===== src/core/alu_defines.svh =====
// Register map, field positions and fixed byte values of the ALU block.
`ifndef ALU_DEFINES_SVH
`define ALU_DEFINES_SVH
`define APB_AW       8
`define ADDR_CMD     8'h00
`define ADDR_MEM     8'h04
`define ADDR_ACC     8'h08
`define ADDR_FLAGS   8'h0c
`define CMD_OP_LSB   0
`define CMD_OP_MSB   4
`define CMD_BIT_LSB  8
`define CMD_BIT_MSB  10
`define CMD_IMM_LSB  16
`define CMD_IMM_MSB  23
`define FLG_C        0
`define FLG_AC       1
`define FLG_Z        2
`define FLG_OV       3
`define FLG_BUSY     4
`define FLG_SKIP     5
`define ZERO_BYTE    8'h00
`define ONE_BYTE     8'h01
`define ALL_ONES     8'hff
`define ZERO_WORD    32'h0000_0000
`endif


===== src/core/alu_pkg.sv =====
// Types shared by the ALU datapath, its sequencer and the bus front end.
package alu_pkg;
    typedef enum logic [4:0] {
        op_rotate_left_thru_carry                  = 5'h00,
        op_rotate_left_thru_carry_to_accumulator   = 5'h01,
        op_rotate_right_plain                      = 5'h02,
        op_rotate_right_to_accumulator             = 5'h03,
        op_rotate_right_thru_carry                 = 5'h04,
        op_rotate_right_thru_carry_to_accumulator  = 5'h05,
        op_subtract_with_borrow                    = 5'h06,
        op_subtract_with_borrow_to_memory          = 5'h07,
        op_subtract                                = 5'h08,
        op_subtract_to_memory                      = 5'h09,
        op_subtract_immediate                      = 5'h0a,
        op_decrement_skip_zero                     = 5'h0b,
        op_decrement_skip_zero_to_accumulator      = 5'h0c,
        op_increment_skip_zero                     = 5'h0d,
        op_increment_skip_zero_to_accumulator      = 5'h0e,
        op_skip_on_bit_set                         = 5'h0f,
        op_set_byte                                = 5'h10,
        op_set_bit                                 = 5'h11,
        op_nibble_exchange                         = 5'h12,
        op_nibble_exchange_to_accumulator          = 5'h13
    } op_e;
    typedef enum logic [1:0] {
        st_idle  = 2'b00,
        st_exec  = 2'b01,
        st_dummy = 2'b10
    } exec_state_e;
    typedef struct packed {
        logic ov;
        logic z;
        logic ac;
        logic c;
    } flags_s;
    typedef struct packed {
        op_e        op;
        logic [2:0] bit_sel;
        logic [7:0] imm;
    } cmd_s;
    typedef struct packed {
        logic [7:0] value;
        logic       to_acc;
        logic       to_mem;
        flags_s     flags;
        logic       skip;
    } result_s;
endpackage


===== src/core/alu_compute.sv =====
// Combinational datapath: result, destination, flags and skip of one op.
`timescale 1ns/1ps
`include "alu_defines.svh"
module alu_compute (
    input  wire alu_pkg::cmd_s   i_cmd,   // Latched instruction
    input  wire logic [7:0]      i_mem,   // Data memory byte
    input  wire logic [7:0]      i_acc,   // Accumulator
    input  wire alu_pkg::flags_s i_flags, // Current flags
    output alu_pkg::result_s     o_res    // Outcome of the op
);
    logic [7:0] sub_b;
    logic       sub_cin;
    logic [8:0] sum;
    logic [4:0] half;
    always_comb begin
        sub_b   = (i_cmd.op == alu_pkg::op_subtract_immediate) ?
                  ~i_cmd.imm : ~i_mem;
        sub_cin = 1'b1;
        if (i_cmd.op == alu_pkg::op_subtract_with_borrow ||
            i_cmd.op == alu_pkg::op_subtract_with_borrow_to_memory) begin
            sub_cin = i_flags.c;
        end
        sum  = {1'b0, i_acc} + {1'b0, sub_b} + {8'h00, sub_cin};
        half = {1'b0, i_acc[3:0]} + {1'b0, sub_b[3:0]} + {4'h0, sub_cin};
        // Ops that touch no flag simply hand the current flags back.
        o_res.value  = i_mem;
        o_res.to_acc = 1'b0;
        o_res.to_mem = 1'b0;
        o_res.flags  = i_flags;
        o_res.skip   = 1'b0;
        case (i_cmd.op)
            alu_pkg::op_rotate_left_thru_carry,
            alu_pkg::op_rotate_left_thru_carry_to_accumulator: begin
                o_res.value   = {i_mem[6:0], i_flags.c};
                o_res.flags.c = i_mem[7];
                o_res.to_mem  = (i_cmd.op ==
                                 alu_pkg::op_rotate_left_thru_carry);
                o_res.to_acc  = !o_res.to_mem;
            end
            alu_pkg::op_rotate_right_plain,
            alu_pkg::op_rotate_right_to_accumulator: begin
                o_res.value  = {i_mem[0], i_mem[7:1]};
                o_res.to_mem = (i_cmd.op == alu_pkg::op_rotate_right_plain);
                o_res.to_acc = !o_res.to_mem;
            end
            alu_pkg::op_rotate_right_thru_carry,
            alu_pkg::op_rotate_right_thru_carry_to_accumulator: begin
                o_res.value   = {i_flags.c, i_mem[7:1]};
                o_res.flags.c = i_mem[0];
                o_res.to_mem  = (i_cmd.op ==
                                 alu_pkg::op_rotate_right_thru_carry);
                o_res.to_acc  = !o_res.to_mem;
            end
            alu_pkg::op_subtract_with_borrow,
            alu_pkg::op_subtract_with_borrow_to_memory,
            alu_pkg::op_subtract, alu_pkg::op_subtract_to_memory,
            alu_pkg::op_subtract_immediate: begin
                o_res.value    = sum[7:0];
                o_res.flags.c  = sum[8];
                o_res.flags.ac = half[4];
                o_res.flags.z  = (sum[7:0] == `ZERO_BYTE);
                o_res.flags.ov = (i_acc[7] == sub_b[7]) &&
                                 (sum[7] != i_acc[7]);
                o_res.to_mem   = (i_cmd.op ==
                    alu_pkg::op_subtract_with_borrow_to_memory) ||
                    (i_cmd.op == alu_pkg::op_subtract_to_memory);
                o_res.to_acc   = !o_res.to_mem;
            end
            alu_pkg::op_decrement_skip_zero,
            alu_pkg::op_decrement_skip_zero_to_accumulator: begin
                o_res.value  = i_mem - `ONE_BYTE;
                o_res.skip   = (o_res.value == `ZERO_BYTE);
                o_res.to_mem = (i_cmd.op == alu_pkg::op_decrement_skip_zero);
                o_res.to_acc = !o_res.to_mem;
            end
            alu_pkg::op_increment_skip_zero,
            alu_pkg::op_increment_skip_zero_to_accumulator: begin
                o_res.value  = i_mem + `ONE_BYTE;
                o_res.skip   = (o_res.value == `ZERO_BYTE);
                o_res.to_mem = (i_cmd.op == alu_pkg::op_increment_skip_zero);
                o_res.to_acc = !o_res.to_mem;
            end
            alu_pkg::op_skip_on_bit_set: begin
                o_res.skip = i_mem[i_cmd.bit_sel];
            end
            alu_pkg::op_set_byte: begin
                o_res.value  = `ALL_ONES;
                o_res.to_mem = 1'b1;
            end
            alu_pkg::op_set_bit: begin
                o_res.value  = i_mem | (`ONE_BYTE << i_cmd.bit_sel);
                o_res.to_mem = 1'b1;
            end
            alu_pkg::op_nibble_exchange,
            alu_pkg::op_nibble_exchange_to_accumulator: begin
                o_res.value  = {i_mem[3:0], i_mem[7:4]};
                o_res.to_mem = (i_cmd.op == alu_pkg::op_nibble_exchange);
                o_res.to_acc = !o_res.to_mem;
            end
            default: begin
                o_res.skip = 1'b0;
            end
        endcase
    end
endmodule // alu_compute


===== src/core/exec_sequencer.sv =====
// Instruction cycle sequencer: one execute cycle, plus a dummy on skip.
`timescale 1ns/1ps
module exec_sequencer (
    input  wire logic             i_clk,   // Core clock
    input  wire logic             i_rst_n, // Synchronised reset, low
    input  wire logic             i_start, // Instruction accepted
    input  wire logic             i_skip,  // Skip condition of the op
    output alu_pkg::exec_state_e  o_state  // Current cycle type
);
    alu_pkg::exec_state_e next_state;
    always_comb begin
        case (o_state)
            alu_pkg::st_idle:
                next_state = i_start ? alu_pkg::st_exec : alu_pkg::st_idle;
            // The prefetched instruction is dropped by a dummy cycle.
            alu_pkg::st_exec:
                next_state = i_skip ? alu_pkg::st_dummy
                                    : alu_pkg::st_idle;
            alu_pkg::st_dummy:
                next_state = alu_pkg::st_idle;
            default:
                next_state = alu_pkg::st_idle;
        endcase
    end
    always_ff @(posedge i_clk or negedge i_rst_n) begin
        if (!i_rst_n) begin
            o_state <= alu_pkg::st_idle;
        end else begin
            o_state <= next_state;
        end
    end
endmodule // exec_sequencer


===== src/core/mcu_rotate_subtract_skip_alu.sv =====
// Rotate, subtract, skip and bit-set execution unit with an APB front end.
//
// Functional notes
// - Rotate left through carry back to memory
// - Same rotate into accumulator, memory kept
// - Plain rotate right in memory, flags kept
// - Plain rotate right into accumulator, no flags
// - Rotate right through carry back to memory
// - Same rotate into accumulator, memory kept
// - Subtract with borrow, both destinations, flags
// - Subtract memory, no borrow, both destinations
// - Subtract immediate into accumulator with flags
// - Skip discards prefetch with one dummy cycle
// - Decrement memory, skip on zero result
// - Decrement into accumulator, skip on zero
// - Increment memory, skip on wrap to zero
// - Increment into accumulator, skip on zero
// - Skip when selected memory bit is one
// - Set byte writes all ones
// - Set only the selected bit
// - Swap nibbles of memory byte in place
// - Swapped byte delivered to accumulator
// - Accumulator swap keeps memory and flags
//
// The APB register port and the register offsets were left to the implementer.
`timescale 1ns/1ps
`include "alu_defines.svh"
module mcu_rotate_subtract_skip_alu (
    input  wire logic                 i_clk,        // Core clock
    input  wire logic                 i_rst_n,      // Async reset, low
    input  wire logic [`APB_AW-1:0]   i_paddr,      // APB address
    input  wire logic                 i_psel,       // APB select
    input  wire logic                 i_penable,    // APB access phase
    input  wire logic                 i_pwrite,     // APB write
    input  wire logic [31:0]          i_pwdata,     // APB write data
    input  wire logic [3:0]           i_pstrb,      // APB byte strobes
    output logic      [31:0]          o_prdata,     // APB read data
    output logic                      o_pready,     // APB ready
    output logic                      o_pslverr,    // APB error
    output logic                      o_busy,       // Instruction running
    output logic                      o_dummy_cycle,// Skip dummy cycle
    output logic      [7:0]           o_acc         // Accumulator
);
    ////////////////////////////////////////////////////////////////////////
    logic rst_meta;
    logic rst_n;
    always_ff @(posedge i_clk or negedge i_rst_n) begin
        if (!i_rst_n) begin
            rst_meta <= 1'b0;
            rst_n    <= 1'b0;
        end else begin
            rst_meta <= 1'b1;
            rst_n    <= rst_meta;
        end
    end

    ////////////////////////////////////////////////////////////////////////
    alu_pkg::cmd_s        cmd;
    alu_pkg::flags_s      flags;
    alu_pkg::result_s     res;
    alu_pkg::exec_state_e state;
    logic [7:0]           mem;
    logic [7:0]           acc_q;
    logic                 last_skip;
    logic                 commit;
    logic                 start;
    logic                 access;
    logic                 wr_fire;
    logic                 rd_valid;
    logic                 addr_hit;
    logic [31:0]          rd_mux;
    logic [31:0]          wdata;

    assign commit        = (state == alu_pkg::st_exec);
    assign o_busy        = (state != alu_pkg::st_idle);
    assign o_dummy_cycle = (state == alu_pkg::st_dummy);
    assign o_acc         = acc_q;

    ////////////////////////////////////////////////////////////////////////
    // Writes stall while an instruction runs so that software never races
    // the datapath commit. Reads wait one extra cycle for registered data.
    assign access   = i_psel && i_penable;
    assign wr_fire  = access && i_pwrite && !o_busy;
    assign start    = wr_fire && (i_paddr == `ADDR_CMD);
    assign o_pready = i_pwrite ? !o_busy : rd_valid;
    assign addr_hit = (i_paddr == `ADDR_CMD) || (i_paddr == `ADDR_MEM) ||
                      (i_paddr == `ADDR_ACC) || (i_paddr == `ADDR_FLAGS);
    assign o_pslverr = access && o_pready && !addr_hit;

    genvar lane;
    generate
        for (lane = 0; lane < 4; lane++) begin : g_lane
            assign wdata[lane*8 +: 8] = i_pstrb[lane] ?
                                        i_pwdata[lane*8 +: 8] : `ZERO_BYTE;
        end
    endgenerate

    always_comb begin
        rd_mux = `ZERO_WORD;
        case (i_paddr)
            `ADDR_CMD: begin
                rd_mux[`CMD_OP_MSB:`CMD_OP_LSB]   = cmd.op;
                rd_mux[`CMD_BIT_MSB:`CMD_BIT_LSB] = cmd.bit_sel;
                rd_mux[`CMD_IMM_MSB:`CMD_IMM_LSB] = cmd.imm;
            end
            `ADDR_MEM:   rd_mux[7:0] = mem;
            `ADDR_ACC:   rd_mux[7:0] = acc_q;
            `ADDR_FLAGS: begin
                rd_mux[`FLG_C]    = flags.c;
                rd_mux[`FLG_AC]   = flags.ac;
                rd_mux[`FLG_Z]    = flags.z;
                rd_mux[`FLG_OV]   = flags.ov;
                rd_mux[`FLG_BUSY] = o_busy;
                rd_mux[`FLG_SKIP] = last_skip;
            end
            default:     rd_mux = `ZERO_WORD;
        endcase
    end

    always_ff @(posedge i_clk or negedge rst_n) begin
        if (!rst_n) begin
            rd_valid <= 1'b0;
            o_prdata <= `ZERO_WORD;
        end else begin
            rd_valid <= access && !i_pwrite && !rd_valid && !o_busy;
            if (access && !i_pwrite && !rd_valid && !o_busy) begin
                o_prdata <= rd_mux;
            end
        end
    end

    ////////////////////////////////////////////////////////////////////////
    always_ff @(posedge i_clk or negedge rst_n) begin
        if (!rst_n) begin
            cmd <= '0;
        end else if (start) begin
            cmd.op      <= alu_pkg::op_e'(wdata[`CMD_OP_MSB:`CMD_OP_LSB]);
            cmd.bit_sel <= wdata[`CMD_BIT_MSB:`CMD_BIT_LSB];
            cmd.imm     <= wdata[`CMD_IMM_MSB:`CMD_IMM_LSB];
        end
    end

    always_ff @(posedge i_clk or negedge rst_n) begin
        if (!rst_n) begin
            mem <= `ZERO_BYTE;
        end else if (wr_fire && i_paddr == `ADDR_MEM && i_pstrb[0]) begin
            mem <= wdata[7:0];
        end else if (commit && res.to_mem) begin
            mem <= res.value;
        end
    end

    always_ff @(posedge i_clk or negedge rst_n) begin
        if (!rst_n) begin
            acc_q <= `ZERO_BYTE;
        end else if (wr_fire && i_paddr == `ADDR_ACC && i_pstrb[0]) begin
            acc_q <= wdata[7:0];
        end else if (commit && res.to_acc) begin
            acc_q <= res.value;
        end
    end

    always_ff @(posedge i_clk or negedge rst_n) begin
        if (!rst_n) begin
            flags <= '0;
        end else if (wr_fire && i_paddr == `ADDR_FLAGS && i_pstrb[0]) begin
            flags.c  <= wdata[`FLG_C];
            flags.ac <= wdata[`FLG_AC];
            flags.z  <= wdata[`FLG_Z];
            flags.ov <= wdata[`FLG_OV];
        end else if (commit) begin
            flags <= res.flags;
        end
    end

    always_ff @(posedge i_clk or negedge rst_n) begin
        if (!rst_n) begin
            last_skip <= 1'b0;
        end else if (commit) begin
            last_skip <= res.skip;
        end
    end

    ////////////////////////////////////////////////////////////////////////
    alu_compute u_compute (
        .i_cmd   (cmd),
        .i_mem   (mem),
        .i_acc   (acc_q),
        .i_flags (flags),
        .o_res   (res)
    );

    exec_sequencer u_sequencer (
        .i_clk   (i_clk),
        .i_rst_n (rst_n),
        .i_start (start),
        .i_skip  (res.skip),
        .o_state (state)
    );
endmodule // mcu_rotate_subtract_skip_alu


===== config.mk =====
export PLATFORM = sky130hd
export DESIGN_NAME = mcu_rotate_subtract_skip_alu
export DESIGN_NICKNAME = d
export VERILOG_FILES = /design/src/core/alu_pkg.sv /design/src/core/alu_compute.sv /design/src/core/exec_sequencer.sv /design/src/core/mcu_rotate_subtract_skip_alu.sv
export VERILOG_INCLUDE_DIRS = /design/src /design/src/core
export SDC_FILE = /design/constraint.sdc
export NUM_CORES = 1
export LEC_CHECK = 0
export ABC_CLOCK_PERIOD_IN_PS = 2200
export BUFFER_PORTS_ARGS = -buffer_cell sky130_fd_sc_hd__buf_2
export CORE_MARGIN = 2
export CORE_UTILIZATION = 55
export DETAILED_ROUTE_END_ITERATION = 8
export PLACE_DENSITY_LB_ADDON = 0.05
export SYNTH_ARGS = -nofsm -noshare
export SYNTH_HDL_FRONTEND = slang
export SYNTH_SLANG_ARGS = --single-unit

===== constraint.sdc =====
create_clock -name i_clk -period 2.2 [get_ports i_clk]
set_clock_uncertainty 0.1 [all_clocks]
set_input_delay 0.44 -clock i_clk [delete_from_list [all_inputs] [get_ports i_clk]]
set_output_delay 0.44 -clock i_clk [all_outputs]
set_load 0.005 [all_outputs]

==> reports/summary.txt <==
RUN STATUS
------------------------------------------------------------------------------------------
Outcome ..................................................................... complete, but fails checks
Failing checks .............................................................. negative setup slack

GRT
------------------------------------------------------------------------------------------
Global route overflow .......................................................            0
Total GRT Usage .............................................................       39.24%
Number of antenna violations at the first check in global routing ...........            0
Via count of the first global-routing pass ..................................         4771
Global-route wire length before repair ......................................     25.85 mm
Maximum number of pins on one net before global-route repair ................           60

STA
------------------------------------------------------------------------------------------
Worst slew margin ...........................................................       48.28%
Final critical delay including setup and external delays ....................     3.355 ns
RSZ-0062 raised after global routing ........................................         true
Final setup violation count .................................................           22
Top achievable clock speed ..................................................    298.1 MHz
Pin slew with the least headroom to its limit ...............................    0.7729 ns
Number of hold violations in the final report ...............................            0
Post-Route Setup TNS ........................................................    -14.98 ns
Final slew viol count .......................................................            0
Minimum setup slack in the final design .....................................    -1.155 ns
Share of the clock period used by the worst path ............................       152.5%
Worst hold-check slack ......................................................    0.1540 ns

HOLD PATH
------------------------------------------------------------------------------------------
Class of the tightest hold or removal check ................................. reg -> async

SETUP PATH
------------------------------------------------------------------------------------------
Cell repeated most along the worst path ..................................... sky130_fd_sc_hd__fa_2
Class of the most critical setup path .......................................   reg -> reg
Worst reg2reg endpoint ......................................................     flags[2]
RR Startpoint ...............................................................      cmd[15]
Kind of capture point of the worst setup path ...............................     register
Cells along the critical path ............................................... or4_4 > fa_2 > fa_2 > a211oi_2 > nor2_2 > xor2_1 > or4_1 > or3_1 > o21ai_1
Cell count of the worst reg-to-reg path .....................................            9
Slowest cell delay on critical path .........................................      0.53 ns
Setup slack of the worst register-to-register path ..........................     -1.15 ns
Master of the slowest instance on the critical path ......................... sky130_fd_sc_hd__or4_4
Worst-path fanout max .......................................................            3
Worst setup SP type .........................................................     register
Endpoint required time on the critical path .................................      2.37 ns
Signal arrival time at the worst endpoint ...................................      3.53 ns

POWER AND IR DROP
------------------------------------------------------------------------------------------
Power Total .................................................................     2.670 mW
Switching pwr ...............................................................    0.7311 mW
Int Power ...................................................................     1.939 mW
Switching fraction of total power ...........................................       27.38%
Proportion of power drawn by flip-flops and latches .........................        43.0%
Largest voltage drop on the vdd net .........................................     332.8 uV
Standby leakage power .......................................................     2.989 nW
Relative contribution of combinational cells to total power .................        14.1%
PwrDens ..................................................................... 429.3 nW/um^2
Power share of the clock group ..............................................        42.9%

CELLS AND AREA
------------------------------------------------------------------------------------------
Syn-to-layout area delta ....................................................       39.36%
Post-layout util ............................................................       79.66%
Register area ...............................................................   1529 sq um
Filler cells ................................................................          515
Net count of the finished layout ............................................          710
Post-route cell area ........................................................   6220 sq um
Share of final-layout standard cells stronger than drive strength 1 .........       40.67%
Combined area of the multi-input logic cells ................................   2972 sq um
Number of antenna repair diodes .............................................            0
Finished Layout Cells .......................................................          756

SYNTHESIS
------------------------------------------------------------------------------------------
Synth warn ..................................................................            0
Mean instance size in the synthesized netlist ...............................  9.127 sq um
Post-synthesis instance total ...............................................          489
Share of the yosys chip area belonging to registers .........................       34.20%
Top cells by instance count after synthesis ................................. sky130_fd_sc_hd__dfrtp_1, sky130_fd_sc_hd__nand2_1, sky130_fd_sc_hd__nand3_1, sky130_fd_sc_hd__o21ai_1, sky130_fd_sc_hd__nor2_1
Simple logic cell fraction of the synthesized area ..........................       21.17%
Number of flops mapped to enable cells by yosys .............................            0
Synthesis-stage register bit count ..........................................           61
Adder and majority gate portion of the synthesized area .....................       3.701%
Count of unique library cells instantiated by Yosys .........................           76
Ranking of synthesized cells by area ........................................ sky130_fd_sc_hd__dfrtp_1, sky130_fd_sc_hd__a22oi_1, sky130_fd_sc_hd__nand2_1, sky130_fd_sc_hd__a22o_1, sky130_fd_sc_hd__mux4_2
Most frequently used flop master after synthesis ............................ sky130_fd_sc_hd__dfrtp_1
Synthesized-area fraction occupied by ao, oa, aoi and oai cells .............       23.86%
Xor and xnor fraction of the mapped netlist area ............................       3.140%
Share of Yosys cell area claimed by the top area cell type ..................       34.20%
Area of the mapped netlist ..................................................   4463 sq um
Dominant cell type by area after synthesis .................................. sky130_fd_sc_hd__dfrtp_1
Async set or reset register ratio after synthesis ...........................       100.0%
Top-count cell post-synth ................................................... sky130_fd_sc_hd__dfrtp_1
Post-synthesis mux area share ...............................................       7.345%
Largest family of logic cells by synthesized area ........................... compound AO/OA/AOI/OAI gates

CTS
------------------------------------------------------------------------------------------
H-tree level count ..........................................................            3
Clock tree from TritonCTS ...................................................          yes
Max clock buf depth .........................................................            2
Num CTS Buffers .............................................................            9
Source-to-sink clock delay at the later pin of the worst-skew pair ..........      0.35 ns
Number of sinks handled by clock tree synthesis .............................           61
Clock edge transition at the registers on the reported setup and hold paths .      0.08 ns
Cell at the root of the clock tree .......................................... sky130_fd_sc_hd__clkbuf_8

FLOORPLAN
------------------------------------------------------------------------------------------
Vertical die dimension ......................................................     94.08 um
Number of I/O pins ..........................................................           93
FP Rows .....................................................................           32
Placeable core region .......................................................   7807 sq um
Area of the die .............................................................   8851 sq um
Initial standard-cell utilization of the core ...............................       57.16%
Die X .......................................................................     94.08 um

PLACED DESIGN
------------------------------------------------------------------------------------------
Routability congestion estimate from global placement .......................       0.9928
Number of buffers added on ports ............................................           65
Area of placed instances ....................................................   5534 sq um
Placed cell count ...........................................................          716
Post-detail-place hpwl ......................................................     11.85 mm
DP Worst Slack ..............................................................    -1.070 ns

DRT
------------------------------------------------------------------------------------------
Number of DRC markers in iteration 0 ........................................          660
Antenna Violating Nets Remaining ............................................            0
Total vias in the final route ...............................................         5044
Routed via count divided by cell count ......................................        6.672
Sum of routed wire length over all layers ...................................     17.43 mm
Average routed wire per standard cell .......................................     23.06 um
Remaining routing DRC violations ............................................            0
DRT Pass-1 Iters ............................................................            5

JOB
------------------------------------------------------------------------------------------
Max-cap violations ..........................................................            0

## registers in the layout, summed over array words and instances (netlist names)
| register | cells |
|---|---|
| rst_n | 1 |
| u_sequencer.o_state | 2 |
| rd_valid | 1 |
| rst_meta | 1 |
| o_prdata | 19 |
| mem | 8 |
| o_acc | 8 |
| flags | 4 |
| last_skip | 1 |
| cmd | 16 |
## power by group through the flow
| stage | clock network [mW] | logic (mW) | registers (mW) |
|---|---|---|---|
| after floorplan | 0 | 0.179 | 1.18 |
| after global placement | 0 | 0.314 | 1.17 |
| after detailed placement | 0 | 0.322 | 1.17 |
| after CTS | 1.14 | 0.358 | 1.15 |
| after global routing | 1.21 | 0.402 | 1.15 |
| final | 1.14 | 0.377 | 1.15 |
## worst max-delay path, delay by kind of cell, from the launching register on
family,cells,cell delay [ns]
DFF,1,0.45
AOI/OAI and AO/OA,2,0.42
xor gates and xnor gates,1,0.16
and+or+nand+nor,4,1.34
adders and majority gates,2,0.79
## layout by cell type (no fill, tap or decap), types with 4 or more instances in the layout
| cell | count |
|---|---|
| sky130_fd_sc_hd__clkbuf_8 | 9 |
| sky130_fd_sc_hd__buf_2 | 65 |
| sky130_fd_sc_hd__nor2b_1 | 10 |
| sky130_fd_sc_hd__dfrtp_1 | 59 |
| sky130_fd_sc_hd__a21o_1 | 9 |
| sky130_fd_sc_hd__mux4_2 | 7 |
| sky130_fd_sc_hd__a22o_1 | 19 |
| sky130_fd_sc_hd__or3_1 | 5 |
| sky130_fd_sc_hd__nand2b_1 | 4 |
| sky130_fd_sc_hd__buf_4 | 104 |
| sky130_fd_sc_hd__nor3_1 | 4 |
| sky130_fd_sc_hd__o21ai_1 | 27 |
| sky130_fd_sc_hd__nand2_1 | 43 |
| sky130_fd_sc_hd__buf_6 | 9 |
| sky130_fd_sc_hd__xor2_1 | 8 |
| sky130_fd_sc_hd__a21oi_1 | 11 |
| sky130_fd_sc_hd__nand3_1 | 29 |
| sky130_fd_sc_hd__nor3b_1 | 4 |
| sky130_fd_sc_hd__mux2i_1 | 8 |
| sky130_fd_sc_hd__xnor2_1 | 6 |
| sky130_fd_sc_hd__buf_12 | 5 |
| sky130_fd_sc_hd__and3_1 | 6 |
| sky130_fd_sc_hd__nor2_1 | 23 |
| sky130_fd_sc_hd__and3b_1 | 4 |
| sky130_fd_sc_hd__a22oi_1 | 23 |
| sky130_fd_sc_hd__ha_1 | 6 |
| sky130_fd_sc_hd__nand2_2 | 4 |
| sky130_fd_sc_hd__conb_1 | 14 |
| sky130_fd_sc_hd__inv_1 | 8 |
## cell type report
type	count	share of cell area, %
inverter	12	0.8449
sequential	61	24.58
timing repair buffer	184	21.18
clock inverter	7	1.569
multi-input combinational	381	47.78
clock buffer	9	1.992
tap	102	2.052
## worst max path at each step
| stage | startpoint | endpoint | slack, ns |
|---|---|---|---|
| after floorplan | cmd[13] | flags[2] | -1.27 |
| after global placement | cmd[15] | flags[2] | -1.06 |
| after detailed placement | cmd[15] | flags[2] | -1.07 |
| after CTS | cmd[15] | flags[2] | -1.00 |
| after global routing | cmd[15] | flags[2] | -1.21 |
| final | cmd[15] | flags[2] | -1.15 |
## kinds of logic after synthesis
family | Yosys count
compound gates | 146
xor+xnor | 16
fa+ha+maj | 12
buf+inv | 59
flops | 61
mux | 23
other cells | 2
simple gates | 170
## routing by layer
layer	wire length, um	vias up	track usage [%]	share of wire (%)
met5	0	-	0	0
met4	714	0	17.39	4.1
met3	1816	80	8.266	10
met2	8182	390	63.27	47
met1	6716	2442	50.72	39
li1	-	2132	-	-
## what timing repair did
| action | in CTS | in global routing |
|---|---|---|
| pin swaps | 16 | 28 |
| hold buffers | 1 | 0 |
| cloned | 0 | 0 |
| resized for setup | 36 | 32 |
| hold endpoints to repair | 2 | 0 |
| buffers inserted | 21 | 14 |
| setup endpoints to repair | 27 | 38 |
Power figures use the tool's default switching activity.
